File: config.mk
export PLATFORM = sky130hd
export DESIGN_NAME = tci_interlock
export DESIGN_NICKNAME = d
export VERILOG_FILES = /design/src/hw/tci_pkg.sv /design/src/hw/tci_timer_if.sv /design/src/hw/tci_interlock.sv /design/src/hw/tci_timer.sv
export SDC_FILE = /design/constraint.sdc
export NUM_CORES = 1
export LEC_CHECK = 0
export BUFFER_PORTS_ARGS = -buffer_cell sky130_fd_sc_hd__buf_4
export CORE_AREA = 2 2 154 156
export DETAILED_ROUTE_END_ITERATION = 6
export DIE_AREA = 0 0 156 158
export GPL_ROUTABILITY_DRIVEN = 0
export PLACE_DENSITY = 0.7
export SYNTH_ARGS = -nofsm -noshare
export SYNTH_HDL_FRONTEND = slang
export SYNTH_SLANG_ARGS = --single-unit
File: constraint.sdc
create_clock -name clk_sys -period 12.3 [get_ports clk_sys]
set_clock_uncertainty 0.1 [all_clocks]
set_input_delay 2.46 -clock clk_sys [delete_from_list [all_inputs] [get_ports clk_sys]]
set_output_delay 2.46 -clock clk_sys [all_outputs]
set_load 0.01 [all_outputs]
File: src/hw/tci_pkg.sv
// Constants shared by the tool-change interlock block and its timeout timer.
// Assumes a single 250 MHz scan clock and millisecond timeout settings.
package tci_pkg;

   // -----------------------------------------------------------------
   // Timing
   // -----------------------------------------------------------------
   localparam int CLK_PERIOD_NS = 4;
   localparam int MS_NS = 1000000;
   localparam int CYCLES_PER_MS_DEF = MS_NS / CLK_PERIOD_NS;
   localparam int PRESC_W = 18;
   localparam int TMR_W = 16;

   // -----------------------------------------------------------------
   // Synchronised pin inputs, bit positions
   // -----------------------------------------------------------------
   localparam int NSYNC = 12;
   localparam int S_FWD = 0;
   localparam int S_RET = 1;
   localparam int S_CNT = 2;
   localparam int S_POCKET = 3;
   localparam int S_REL = 4;
   localparam int S_CLAMP = 5;
   localparam int S_SPTOOL = 6;
   localparam int S_ORIENT = 7;
   localparam int S_POSDONE = 8;
   localparam int S_VELDONE = 9;
   localparam int S_START = 10;
   localparam int S_OPRST = 11;
   localparam logic [NSYNC-1:0] SYNC_RST = 12'h000;

   // -----------------------------------------------------------------
   // Alarm bit positions
   // -----------------------------------------------------------------
   localparam int NALM = 22;
   localparam int A_NOT_ORIENT = 0;
   localparam int A_RET_RELEASED = 1;
   localparam int A_OCCUPIED = 2;
   localparam int A_MISMATCH = 3;
   localparam int A_CLAMP_ZMOVE = 4;
   localparam int A_DEBUG_WARN = 5;
   localparam int A_DEBUG_START = 6;
   localparam int A_CLAMP_ORG = 7;
   localparam int A_CLAMP_TC = 8;
   localparam int A_UNORIENT_TC = 9;
   localparam int A_MANUAL_START = 10;
   localparam int A_OUT_ORIGIN = 11;
   localparam int A_SAFETY = 12;
   localparam int A_POS_TMO = 13;
   localparam int A_VEL_TMO = 14;
   localparam int A_MAG_CONFLICT = 15;
   localparam int A_CLAMP_CONFLICT = 16;
   localparam int A_ORIENT_SEQ = 17;
   localparam int A_NO_ZREF = 18;
   localparam int A_ROTATION = 19;
   localparam int A_SP_PRESENT = 20;
   localparam int A_POCKET_FULL = 21;
   localparam logic [NALM-1:0] ALARM_RST = 22'h000000;

   // Alarms and interlocks that magazine debug mode suspends.
   localparam logic [NALM-1:0] MAG_MASK = 22'h289B9F;
   // Alarms that hold each motion blocked while latched.
   localparam logic [NALM-1:0] INFEED_MASK = 22'h20000D;
   localparam logic [NALM-1:0] RETRACT_MASK = 22'h000802;
   localparam logic [NALM-1:0] ZMOVE_MASK = 22'h001010;
   localparam logic [NALM-1:0] ZORG_MASK = 22'h000080;
   localparam logic [NALM-1:0] ZTC_MASK = 22'h000300;
   localparam logic [NALM-1:0] TCHG_MASK = 22'h140000;
   localparam logic [NALM-1:0] START_MASK = 22'h000440;
   localparam logic [NALM-1:0] ROT_MASK = 22'h080000;

   // -----------------------------------------------------------------
   // Timer channels
   // -----------------------------------------------------------------
   localparam int NTMR = 4;
   localparam int T_POS = 0;
   localparam int T_VEL = 1;
   localparam int T_ROTP = 2;
   localparam int T_STUCK = 3;
   localparam logic [TMR_W-1:0] TMR_CNT_RST = 16'h0000;
   localparam logic [TMR_W-1:0] TMR_CNT_MAX = 16'hFFFF;
   localparam logic [PRESC_W-1:0] PRESC_RST = 18'h00000;

endpackage : tci_pkg

File: src/hw/tci_timer_if.sv
// Link between the interlock core and one millisecond timeout timer.
// Assumes the core drives the control side and the timer answers.
`timescale 1ns/10ps
interface tci_timer_if;
   import tci_pkg::*;
   logic restart;
   logic run;
   logic tick;
   logic [TMR_W-1:0] limit;
   logic expired;
   modport ctl (output restart, output run, output tick, output limit, input expired);
   modport tmr (input restart, input run, input tick, input limit, output expired);
endinterface : tci_timer_if

File: src/hw/tci_interlock.sv
// Tool magazine and spindle interlock with latched alarms and timeouts.
// Assumes sensors and panel buttons arrive asynchronously on pins, while
// requests, Z state, tool numbers and settings come from clk_sys logic.
`timescale 1ns/10ps
module tci_interlock
   import tci_pkg::*;
#(
   parameter int CYCLES_PER_MS = CYCLES_PER_MS_DEF
)
(
   input logic clk_sys,
   input logic rst,
   input logic forward_inpos_sensor,
   input logic retract_inpos_sensor,
   input logic pocket_count_switch,
   input logic pocket_tool_present_sensor,
   input logic tool_release_sensor,
   input logic tool_clamp_sensor,
   input logic spindle_tool_present_sensor,
   input logic orientation_done_input,
   input logic position_mode_done_input,
   input logic velocity_mode_done_input,
   input logic start_button,
   input logic operator_reset_button,
   input logic infeed_req,
   input logic retract_req,
   input logic z_move_req,
   input logic z_origin_return_req,
   input logic z_toolchange_return_req,
   input logic rotate_fwd_req,
   input logic rotate_rev_req,
   input logic tool_change_code,
   input logic position_mode_code,
   input logic velocity_mode_code,
   input logic orient_cmd,
   input logic z_zero_return_done,
   input logic estop_active,
   input logic auto_mode,
   input logic z_at_origin,
   input logic z_at_toolchange,
   input logic z_beyond_toolchange,
   input logic [7:0] spindle_tool_number,
   input logic [7:0] current_pocket_counter,
   input logic magazine_debug_enable,
   input logic manual_toolchange_return_enable,
   input logic tool_presence_detect_enable,
   input logic [TMR_W-1:0] position_mode_timeout,
   input logic [TMR_W-1:0] velocity_mode_timeout,
   input logic [TMR_W-1:0] rotation_pulse_timeout,
   input logic [TMR_W-1:0] count_switch_stuck_timeout,
   output logic [NALM-1:0] alarm_q,
   output logic infeed_out,
   output logic retract_out,
   output logic z_move_allow,
   output logic z_origin_return_allow,
   output logic z_toolchange_return_allow,
   output logic tool_change_allow,
   output logic cycle_start_out,
   output logic magazine_forward_rotate_out,
   output logic magazine_reverse_rotate_out
);

   typedef struct packed {
      logic [NSYNC-1:0] s1;
      logic [NSYNC-1:0] s2;
      logic [NSYNC-1:0] s3;
      logic [NSYNC-1:0] clean;
      logic [PRESC_W-1:0] presc;
      logic tick;
      logic [NALM-1:0] alarm;
      logic z_ref;
      logic pos_pend;
      logic vel_pend;
      logic rot_wait;
      logic prev_cnt;
      logic prev_rot;
      logic prev_start;
      logic prev_debug;
      logic infeed;
      logic retract;
      logic zmove;
      logic zorg;
      logic ztc;
      logic tchg;
      logic start;
      logic rot_fwd;
      logic rot_rev;
   } tci_state_type;

   localparam logic [PRESC_W-1:0] PRESC_LAST = PRESC_W'(CYCLES_PER_MS - 1);

   tci_state_type q;
   tci_state_type d;
   logic [NSYNC-1:0] pins;
   logic [NALM-1:0] set_v;
   logic [NALM-1:0] blk;
   logic [NTMR-1:0] t_run;
   logic [NTMR-1:0] t_restart;
   logic [NTMR-1:0] t_exp;
   logic [NTMR-1:0][TMR_W-1:0] t_limit;
   logic dbg;
   logic at_infeed;
   logic clamped;
   logic released;
   logic oriented;
   logic start_edge;
   logic rotating;
   logic cnt_edge;
   logic op_clear;

   assign pins = {operator_reset_button, start_button, velocity_mode_done_input,
                  position_mode_done_input, orientation_done_input,
                  spindle_tool_present_sensor, tool_clamp_sensor, tool_release_sensor,
                  pocket_tool_present_sensor, pocket_count_switch,
                  retract_inpos_sensor, forward_inpos_sensor};

   // ---------------------------------------------------------------
   // Timeout timers
   // ---------------------------------------------------------------
   tci_timer_if tif [NTMR] ();

   assign t_limit[T_POS] = position_mode_timeout;
   assign t_limit[T_VEL] = velocity_mode_timeout;
   assign t_limit[T_ROTP] = rotation_pulse_timeout;
   assign t_limit[T_STUCK] = count_switch_stuck_timeout;
   assign t_run = {rotating, q.rot_wait, q.vel_pend, q.pos_pend};
   assign t_restart = {cnt_edge || (rotating && !q.prev_rot),
                       rotating && !q.prev_rot, velocity_mode_code, position_mode_code};

   genvar gi;
   generate
      for (gi = 0; gi < NTMR; gi++)
      begin : g_tmr
         assign tif[gi].run = t_run[gi];
         assign tif[gi].restart = t_restart[gi];
         assign tif[gi].tick = q.tick;
         assign tif[gi].limit = t_limit[gi];
         assign t_exp[gi] = tif[gi].expired;
         tci_timer u_tmr (
            .clk_sys(clk_sys),
            .rst(rst),
            .tif(tif[gi])
         );
      end
   endgenerate

   // ---------------------------------------------------------------
   // Condition decode
   // ---------------------------------------------------------------
   assign dbg = magazine_debug_enable;
   assign at_infeed = q.clean[S_FWD];
   assign clamped = q.clean[S_CLAMP];
   assign released = q.clean[S_REL];
   assign oriented = q.clean[S_ORIENT];
   assign start_edge = q.clean[S_START] && !q.prev_start;
   assign rotating = q.rot_fwd || q.rot_rev;
   assign cnt_edge = q.clean[S_CNT] != q.prev_cnt;
   assign op_clear = q.clean[S_OPRST];

   always_comb
   begin
      set_v = ALARM_RST;
      set_v[A_NOT_ORIENT] = infeed_req && !oriented;
      set_v[A_RET_RELEASED] = retract_req && released;
      set_v[A_OCCUPIED] = infeed_req && z_at_origin && spindle_tool_number != 8'h00;
      set_v[A_MISMATCH] = infeed_req && z_at_toolchange
                          && spindle_tool_number != current_pocket_counter;
      set_v[A_CLAMP_ZMOVE] = z_move_req && at_infeed && clamped;
      set_v[A_DEBUG_WARN] = dbg && !q.prev_debug;
      set_v[A_DEBUG_START] = start_edge && auto_mode && dbg;
      set_v[A_CLAMP_ORG] = z_origin_return_req && at_infeed && clamped;
      set_v[A_CLAMP_TC] = z_toolchange_return_req && at_infeed && clamped;
      set_v[A_UNORIENT_TC] = z_toolchange_return_req && at_infeed && !oriented;
      set_v[A_MANUAL_START] = start_edge && auto_mode && manual_toolchange_return_enable;
      set_v[A_OUT_ORIGIN] = retract_req && at_infeed && !z_at_origin;
      set_v[A_SAFETY] = at_infeed && z_beyond_toolchange;
      set_v[A_POS_TMO] = q.pos_pend && t_exp[T_POS];
      set_v[A_VEL_TMO] = q.vel_pend && t_exp[T_VEL];
      set_v[A_MAG_CONFLICT] = q.clean[S_FWD] && q.clean[S_RET];
      set_v[A_CLAMP_CONFLICT] = released && clamped;
      set_v[A_ORIENT_SEQ] = orient_cmd && oriented;
      set_v[A_NO_ZREF] = tool_change_code && !q.z_ref;
      set_v[A_ROTATION] = (q.rot_wait && t_exp[T_ROTP]) || (rotating && t_exp[T_STUCK]);
      set_v[A_SP_PRESENT] = tool_change_code && tool_presence_detect_enable
                            && spindle_tool_number == 8'h00 && q.clean[S_SPTOOL];
      set_v[A_POCKET_FULL] = infeed_req && tool_presence_detect_enable
                             && spindle_tool_number != 8'h00 && q.clean[S_POCKET];
      // Debug mode releases every magazine alarm and interlock at once.
      if (dbg)
      begin
         set_v = set_v & ~MAG_MASK;
      end
   end

   // ---------------------------------------------------------------
   // Next state
   // ---------------------------------------------------------------
   always_comb
   begin
      d = q;
      d.s1 = pins;
      d.s2 = q.s1;
      d.s3 = q.s2;
      // Each bit takes a change only once its two later stages agree, so a
      // chattering pin cannot hold back the others.
      d.clean = (q.s3 & ~(q.s2 ^ q.s3)) | (q.clean & (q.s2 ^ q.s3));
      d.tick = (q.presc == PRESC_LAST);
      d.presc = d.tick ? PRESC_RST : q.presc + 18'h00001;
      d.prev_cnt = q.clean[S_CNT];
      d.prev_rot = rotating;
      d.prev_start = q.clean[S_START];
      d.prev_debug = dbg;
      // Operator reset clears, but a fresh event in the same cycle wins.
      d.alarm = (op_clear ? ALARM_RST : q.alarm) | set_v;
      blk = dbg ? (d.alarm & ~MAG_MASK) : d.alarm;
      if (estop_active)
      begin
         d.z_ref = 1'b0;
      end
      else if (z_zero_return_done)
      begin
         d.z_ref = 1'b1;
      end
      if (position_mode_code)
      begin
         d.pos_pend = 1'b1;
      end
      else if (q.clean[S_POSDONE] || set_v[A_POS_TMO])
      begin
         d.pos_pend = 1'b0;
      end
      if (velocity_mode_code)
      begin
         d.vel_pend = 1'b1;
      end
      else if (q.clean[S_VELDONE] || set_v[A_VEL_TMO])
      begin
         d.vel_pend = 1'b0;
      end
      if (rotating && !q.prev_rot)
      begin
         d.rot_wait = 1'b1;
      end
      else if (cnt_edge || !rotating)
      begin
         d.rot_wait = 1'b0;
      end
      // Each grant drops in the same edge that latches its alarm.
      d.infeed = infeed_req && ((blk & INFEED_MASK) == ALARM_RST);
      d.retract = retract_req && ((blk & RETRACT_MASK) == ALARM_RST);
      d.zmove = z_move_req && ((blk & ZMOVE_MASK) == ALARM_RST);
      d.zorg = z_origin_return_req && ((blk & ZORG_MASK) == ALARM_RST);
      d.ztc = z_toolchange_return_req && ((blk & ZTC_MASK) == ALARM_RST);
      d.tchg = tool_change_code && ((blk & TCHG_MASK) == ALARM_RST);
      d.start = start_edge && !(auto_mode && (dbg || manual_toolchange_return_enable))
                && ((blk & START_MASK) == ALARM_RST);
      d.rot_fwd = rotate_fwd_req && ((blk & ROT_MASK) == ALARM_RST);
      d.rot_rev = rotate_rev_req && !rotate_fwd_req
                  && ((blk & ROT_MASK) == ALARM_RST);
   end

   always_ff @(posedge clk_sys or posedge rst)
   begin
      if (rst)
      begin
         q <= '0;
      end
      else
      begin
         q <= d;
      end
   end

   // ---------------------------------------------------------------
   // Outputs
   // ---------------------------------------------------------------
   assign alarm_q = q.alarm;
   assign infeed_out = q.infeed;
   assign retract_out = q.retract;
   assign z_move_allow = q.zmove;
   assign z_origin_return_allow = q.zorg;
   assign z_toolchange_return_allow = q.ztc;
   assign tool_change_allow = q.tchg;
   assign cycle_start_out = q.start;
   assign magazine_forward_rotate_out = q.rot_fwd;
   assign magazine_reverse_rotate_out = q.rot_rev;
endmodule : tci_interlock

File: src/hw/tci_timer.sv
// Millisecond timeout timer: counts ticks while running, flags expiry.
// Assumes tick is a one-cycle pulse once per millisecond on clk_sys.
`timescale 1ns/10ps
module tci_timer
   import tci_pkg::*;
(
   input logic clk_sys,
   input logic rst,
   tci_timer_if.tmr tif
);

   typedef struct packed {
      logic [TMR_W-1:0] cnt;
      logic expired;
   } tci_tmr_state_type;

   tci_tmr_state_type q;
   tci_tmr_state_type d;

   // ---------------------------------------------------------------
   // Counting
   // ---------------------------------------------------------------
   // The count saturates so a long stall cannot wrap and hide expiry.
   always_comb
   begin
      d = q;
      if (!tif.run || tif.restart)
      begin
         d.cnt = TMR_CNT_RST;
         d.expired = 1'b0;
      end
      else
      begin
         if (tif.tick && q.cnt != TMR_CNT_MAX)
         begin
            d.cnt = q.cnt + 16'h0001;
         end
         d.expired = (q.cnt >= tif.limit);
      end
   end

   always_ff @(posedge clk_sys or posedge rst)
   begin
      if (rst)
      begin
         q <= '{cnt: TMR_CNT_RST, expired: 1'b0};
      end
      else
      begin
         q <= d;
      end
   end

   assign tif.expired = q.expired;

endmodule : tci_timer

==> flow_summary.ini, run 1 <==
[clock_tree]
clk_pin_slew_ns = 0.07
cts_buffer_depth = 2
cts_sinks = 174
htreeDepth = 4
worstSkewPairLatency_ns = 0.42
ctsHoldBuffers = 0
cts_resized = 0
cts_setup_buffers = 0
clockRootBuffer = clkbuf_16
numCtsBuffers = 17
cts_tree = done

[floorplanning]
dieArea_um2 = 24650
die_w_um = 156
core_um2 = 23050
fp.dieH_um = 158
rows = 56
ioPinCount = 145
start_util_pct = 39.05

[sta]
timing.final.crit_share_pct = 31.02
rsz0062_at_grt = false
finalMaxSlewViolations = 0
max_freq_ghz = 0.2621
worst_slew_pin_slew_ns = 0.9699
relSlewSlack_pct = 35.34
hold_viol_final = 0
setup_tns_ns = 0
fin_crit_ns = 3.815
setup_viol = 0
timing.final.ws_setup_ns = 8.485

[setup_path]
cp-endpoint = g_tmr[1].u_tmr.q[2]
startpoint_type = input pin
crit_type = input pin to async pin
critPathMaxFanout = 98
rrSetupSlack_ns = 10.20
worstPathArrival_ns = 4.12
ff2ff_path_depth = 5
cp-startpoint = rst
reg2reg_from = tif[0].tick
regToRegEndpoint = g_tmr[0].u_tmr.q[15]
endpoint_kind = async pin
required_ns = 12.61

[pwr]
comb_power_share_pct = 8.4
switching_share_pct = 22.79
power.density_nw_per_um2 = 118.9
p_int_mw = 0.9961
clockPowerShare_pct = 44.7
power.switching_mw = 0.2940
p_leak_nw = 5.469
power_mw = 1.290
max-vdd-ir-drop_uv = 69.85
seq_power_share_pct = 46.9

[yosys]
synth_cells = 854
avgSynthCellArea_um2 = 10.54
synth-seq-cells = 174
syn_nets = 1037
synth_cell_type_count = 65
dominantRegCellSynth = dfrtp_1
synth_area_um2 = 9002
synth-edff-count = 0
ys_async_sr_fraction_pct = 100.0
yosys_warnings = 0
synth-seq-area-share_pct = 48.37

[route]
first_pass_iters = 4
drt-initial-drc-count = 272
drt_wl_total_mm = 18.17
vias = 6484
viasPerCell = 5.066
ant_nets = 0
remaining_drc_errors = 0
wl_per_cell_um = 14.20

[grt]
grt_pass1_vias = 6396
grt_max_degree = 99
track_usage_pct = 15.40
grt_pass1_wl_mm = 30.50
antenna_found_initial = 0
overflow = 0

[placed_design]
dp.cells = 1248
dpl.hpwl_mm = 13.55
io_buffers = 144
place_area_um2 = 10200
pre_cts_ws_ns = 7.919

[cells_and_area]
finalInstanceArea_um2 = 10850
fin_nets = 1160
drive_gt1_share_pct = 19.49
final_common_cell = dfrtp_1
final_cell_mix = dfrtp_1, buf_4, inv_1
syn_to_final_growth_pct = 20.49
diodes = 0
layout.cells.non_filler = 1280

[worst_hold_path]
min_from = d[90]
min_path_type = flip-flop to flip-flop

[status]
status = finished clean

[run]
drv_cap = 0
==> cells in the mapped netlist, types with 10 or more instances <==
library cell | instances | area [um^2]
a21o_1 | 25 | 187.7
a21oi_1 | 26 | 130.1
and3_1 | 22 | 137.6
and4_1 | 13 | 113.9
buf_4 | 22 | 165.2
clkbuf_1 | 13 | 48.80
dfrtp_1 | 174 | 4354
ha_1 | 69 | 863.3
inv_1 | 82 | 307.8
maj3_1 | 12 | 120.1
nand2_1 | 36 | 135.1
nand3_1 | 24 | 120.1
nand4_1 | 29 | 181.4
nor2_1 | 78 | 292.8
nor2b_1 | 10 | 62.56
nor3_1 | 11 | 55.05
o21ai_0 | 10 | 50.05
xnor2_1 | 28 | 245.2
xor2_1 | 42 | 367.9
==> worst min-delay path by stage <==
| stage | endpoint | slack [ns] | cells after the start |
|---|---|---|---|
| after CTS | d[71] | 0.25 | 0 |
| after global placement | d[74] | 0.23 | 0 |
| after detailed placement | d[71] | 0.24 | 0 |
| after floorplan | d[70] | 0.23 | 0 |
| final | d[78] | 0.25 | 0 |
| after global routing | d[78] | 0.25 | 0 |
==> through the flow <==
step                utilization, %  hold slack (ns)
floorplan                        -           0.2312
global placement             44.26           0.2311
detailed placement           44.26           0.2362
CTS                          47.05           0.2507
global route                 47.05           0.2532
finish                       47.05           0.2463
==> critical path, stage by stage <==
cell and delay, ns:
buf_4 0.12, inv_6 0.56, buf_4 0.87
==> power by group through the flow <==
stage	clock (mW)	combinational, mW	sequential [mW]
final	0.577	0.108	0.605
after global routing	0.619	0.122	0.608
after CTS	0.593	0.111	0.606
after detailed placement	0	0.110	0.616
after global placement	0	0.108	0.616
after floorplan	0	0.0605	0.614
==> routing by layer <==
layer / vias up / wire length [um] / GRT usage (%)
met5: - / 0 / 0
met4: 0 / 102 / 3.451
met2: 131 / 8687 / 26.11
met1: 3118 / 8505 / 19.89
li1: 3228 / - / -
met3: 7 / 877 / 3.997
==> layout make-up <==
| cell class | instances | area [um^2] |
|---|---|---|
| clock buffer | 18 | 439.2 |
| inverter | 82 | 312.8 |
| fill | 2127 | 12210 |
| tap | 290 | 362.8 |
| multi-input combinational | 557 | 4085 |
| clock inverter | 14 | 203.9 |
| sequential | 174 | 4354 |
| timing repair buffer | 145 | 1089 |
==> state kept, by name, summed over array words and instances (netlist names), named ones only <==
name and cells:
g_tmr.u_tmr.q 64, z_origin_return_allow 1, tif.run 3, q 35
z_move_allow 1, tool_change_allow 1, magazine_forward_rotate_out 1, alarm_q 22
z_toolchange_return_allow 1, cycle_start_out 1, retract_out 1, d 24
infeed_out 1, g_tmr.u_tmr.tif.expired 4, tif.tick 1, magazine_reverse_rotate_out 1
==> logic make-up (layout without fill, tap and decap cells) <==
| kind of cell | count (synthesis) | count (layout) | synth area share (%) |
|---|---|---|---|
| AOI/OAI and AO/OA | 137 | 137 | 11.02 |
| xor gates and xnor gates | 70 | 70 | 6.810 |
| adders and majority gates | 81 | 81 | 10.92 |
| buffers and inverters | 123 | 259 | 6.254 |
| DFF | 174 | 174 | 48.37 |
| muxes | 7 | 7 | 0.7783 |
| and+or+nand+nor | 262 | 262 | 15.84 |
Note: power is estimated with default switching activity, not from simulation.
==> inputs of run 2 (changes only) <==
==> constraint.sdc (replaced) <==
create_clock -name clk_sys -period 3.9 [get_ports clk_sys]
set_clock_uncertainty 0.1 [all_clocks]
set_input_delay 0.78 -clock clk_sys [delete_from_list [all_inputs] [get_ports clk_sys]]
set_output_delay 0.78 -clock clk_sys [all_outputs]
set_load 0.01 [all_outputs]
==> run 2 against run 1 <==
  * Sequential share of layout area increased by 0.060 points
  * First-iteration DRC count decreased by 19%
  * Combinational power increased to 3.2 times the previous value
  * Final cell count about the same
  * Register-to-register slack got worse by 8.4 ns
  * Via count increased by 1.0%
  * Total power increased to 3.1 times the previous value
  * Flip-flop and latch count unchanged
  * Critical path depth increased by 1
==> flow_summary.ini, run 2 (synthesis gave the netlist of run 1 again) <==
[pwr]
max-vdd-ir-drop_uv = 199.2
p_leak_nw = 5.456
power.density_nw_per_um2 = 365.9

[sta]
max_freq_ghz = 0.4850
relSlewSlack_pct = 48.67
timing.final.crit_share_pct = 52.87
fin_crit_ns = 2.062
finalMaxSlewViolations = 0
hold_viol_final = 0
setup_viol = 0
setup_tns_ns = 0
worst_slew_pin_slew_ns = 0.7698
timing.final.ws_setup_ns = 1.838
rsz0062_at_grt = false

[clock_tree]
clockRootBuffer = clkbuf_16
cts_setup_buffers = 0
cts_buffer_depth = 2
clk_pin_slew_ns = 0.07
numCtsBuffers = 17
htreeDepth = 4
ctsHoldBuffers = 0
cts_tree = done
worstSkewPairLatency_ns = 0.42
cts_sinks = 174
cts_resized = 0

[placed_design]
place_area_um2 = 10230
io_buffers = 144
dpl.hpwl_mm = 13.60
pre_cts_ws_ns = 1.602

[setup_path]
required_ns = 4.08
reg2reg_from = tif[0].tick
cp-endpoint = g_tmr[0].u_tmr.q[8]
worstPathArrival_ns = 2.24
endpoint_kind = flip-flop
startpoint_type = flip-flop
regToRegEndpoint = g_tmr[0].u_tmr.q[8]
ff2ff_path_depth = 4
cp-startpoint = tif[0].tick
critPathMaxFanout = 19
crit_type = flip-flop to flip-flop
rrSetupSlack_ns = 1.84

[cells_and_area]
fin_util_pct = 46.98
regArea_um2 = 4354
fin_nets = 1161
final_cell_mix = dfrtp_1, buf_4, inv_1
top_register = g_tmr.u_tmr.q
drive_gt1_share_pct = 19.48
final_common_cell = dfrtp_1
finalInstanceArea_um2 = 10830
multi_input_area_um2 = 4085
syn_to_final_growth_pct = 20.31
diodes = 0
fill_cells = 2121
largest_reg_flops = 64

[floorplanning]
core_um2 = 23050
dieArea_um2 = 24650
start_util_pct = 39.05
fp.dieH_um = 158
ioPinCount = 145
die_w_um = 156
rows = 56

[route]
viasPerCell = 5.115
wl_per_cell_um = 14.33
first_pass_iters = 4
drt-initial-drc-count = 219
ant_nets = 0
remaining_drc_errors = 0
drt_wl_total_mm = 18.36
vias = 6552

[run]
drv_cap = 0

[worst_hold_path]
min_path_type = input pin to async pin

[grt]
grt_pass1_vias = 6328
antenna_found_initial = 0
grt_max_degree = 88
overflow = 0
grt_pass1_wl_mm = 30.53
track_usage_pct = 15.33

[status]
status = finished clean
## run 2: cell types whose count changed in the layout (fill, tap and decap cells not counted)
cell	previous run	this run
buf_12	0	2
bufinv_16	4	2
buf_4	145	144
clkbuf_1	0	1
clkinvlp_4	2	3
## run 2: worst min-delay path by stage
stage               start             endpoint  slack [ns]  depth (start not counted)
finish                rst  g_tmr[0].u_tmr.q[6]        0.23                          2
global route          rst  g_tmr[0].u_tmr.q[6]        0.23                          2
CTS                   rst  g_tmr[0].u_tmr.q[6]        0.22                          2
detailed placement  d[82]                d[70]        0.23                          0
global placement    d[91]                d[79]        0.23                          0
floorplan           d[82]                d[70]        0.23                          0
## run 2: stage by stage
step | instances | hold slack (ns) | total power [mW]
after global routing | 1281 | 0.2287 | 4.158
after CTS | 1281 | 0.2218 | 4.030
final | 1281 | 0.2329 | 3.963
after detailed placement | 1249 | 0.2347 | 2.296
after floorplan | 854 | 0.2312 | 2.127
after global placement | 1249 | 0.2311 | 2.286
## run 2: layout make-up
class	instances	share of cell area, %
Sequential cell	174	40.20
Multi-Input combinational cell	557	37.72
Timing Repair Buffer	146	10.35
Clock buffer	19	4.090
Tap cell	290	3.350
Inverter	82	2.877
Clock inverter	13	1.409
## run 2: power by group
| part | total, mW | internal [mW] | switching [mW] |
|---|---|---|---|
| combinational | 0.343 | 0.172 | 0.171 |
| sequential | 1.91 | 1.87 | 0.0395 |
| clock | 1.71 | 0.976 | 0.733 |
## run 2: per-layer routing
layer  track usage (%)  vias up  wire, um
met4             4.194        0       191
met2             25.66      141      8691
met1             20.35     3158      8570
li1                  -     3236         -
met5                 0        -         0
met3             3.066       17       909
## run 2: worst max-delay path, cell delays in order (launching register included)
cell and delay (ns):
dfrtp_1 0.79, nand4_1 0.44, a211oi_1 0.39, xnor2_1 0.16, nor2_1 0.05
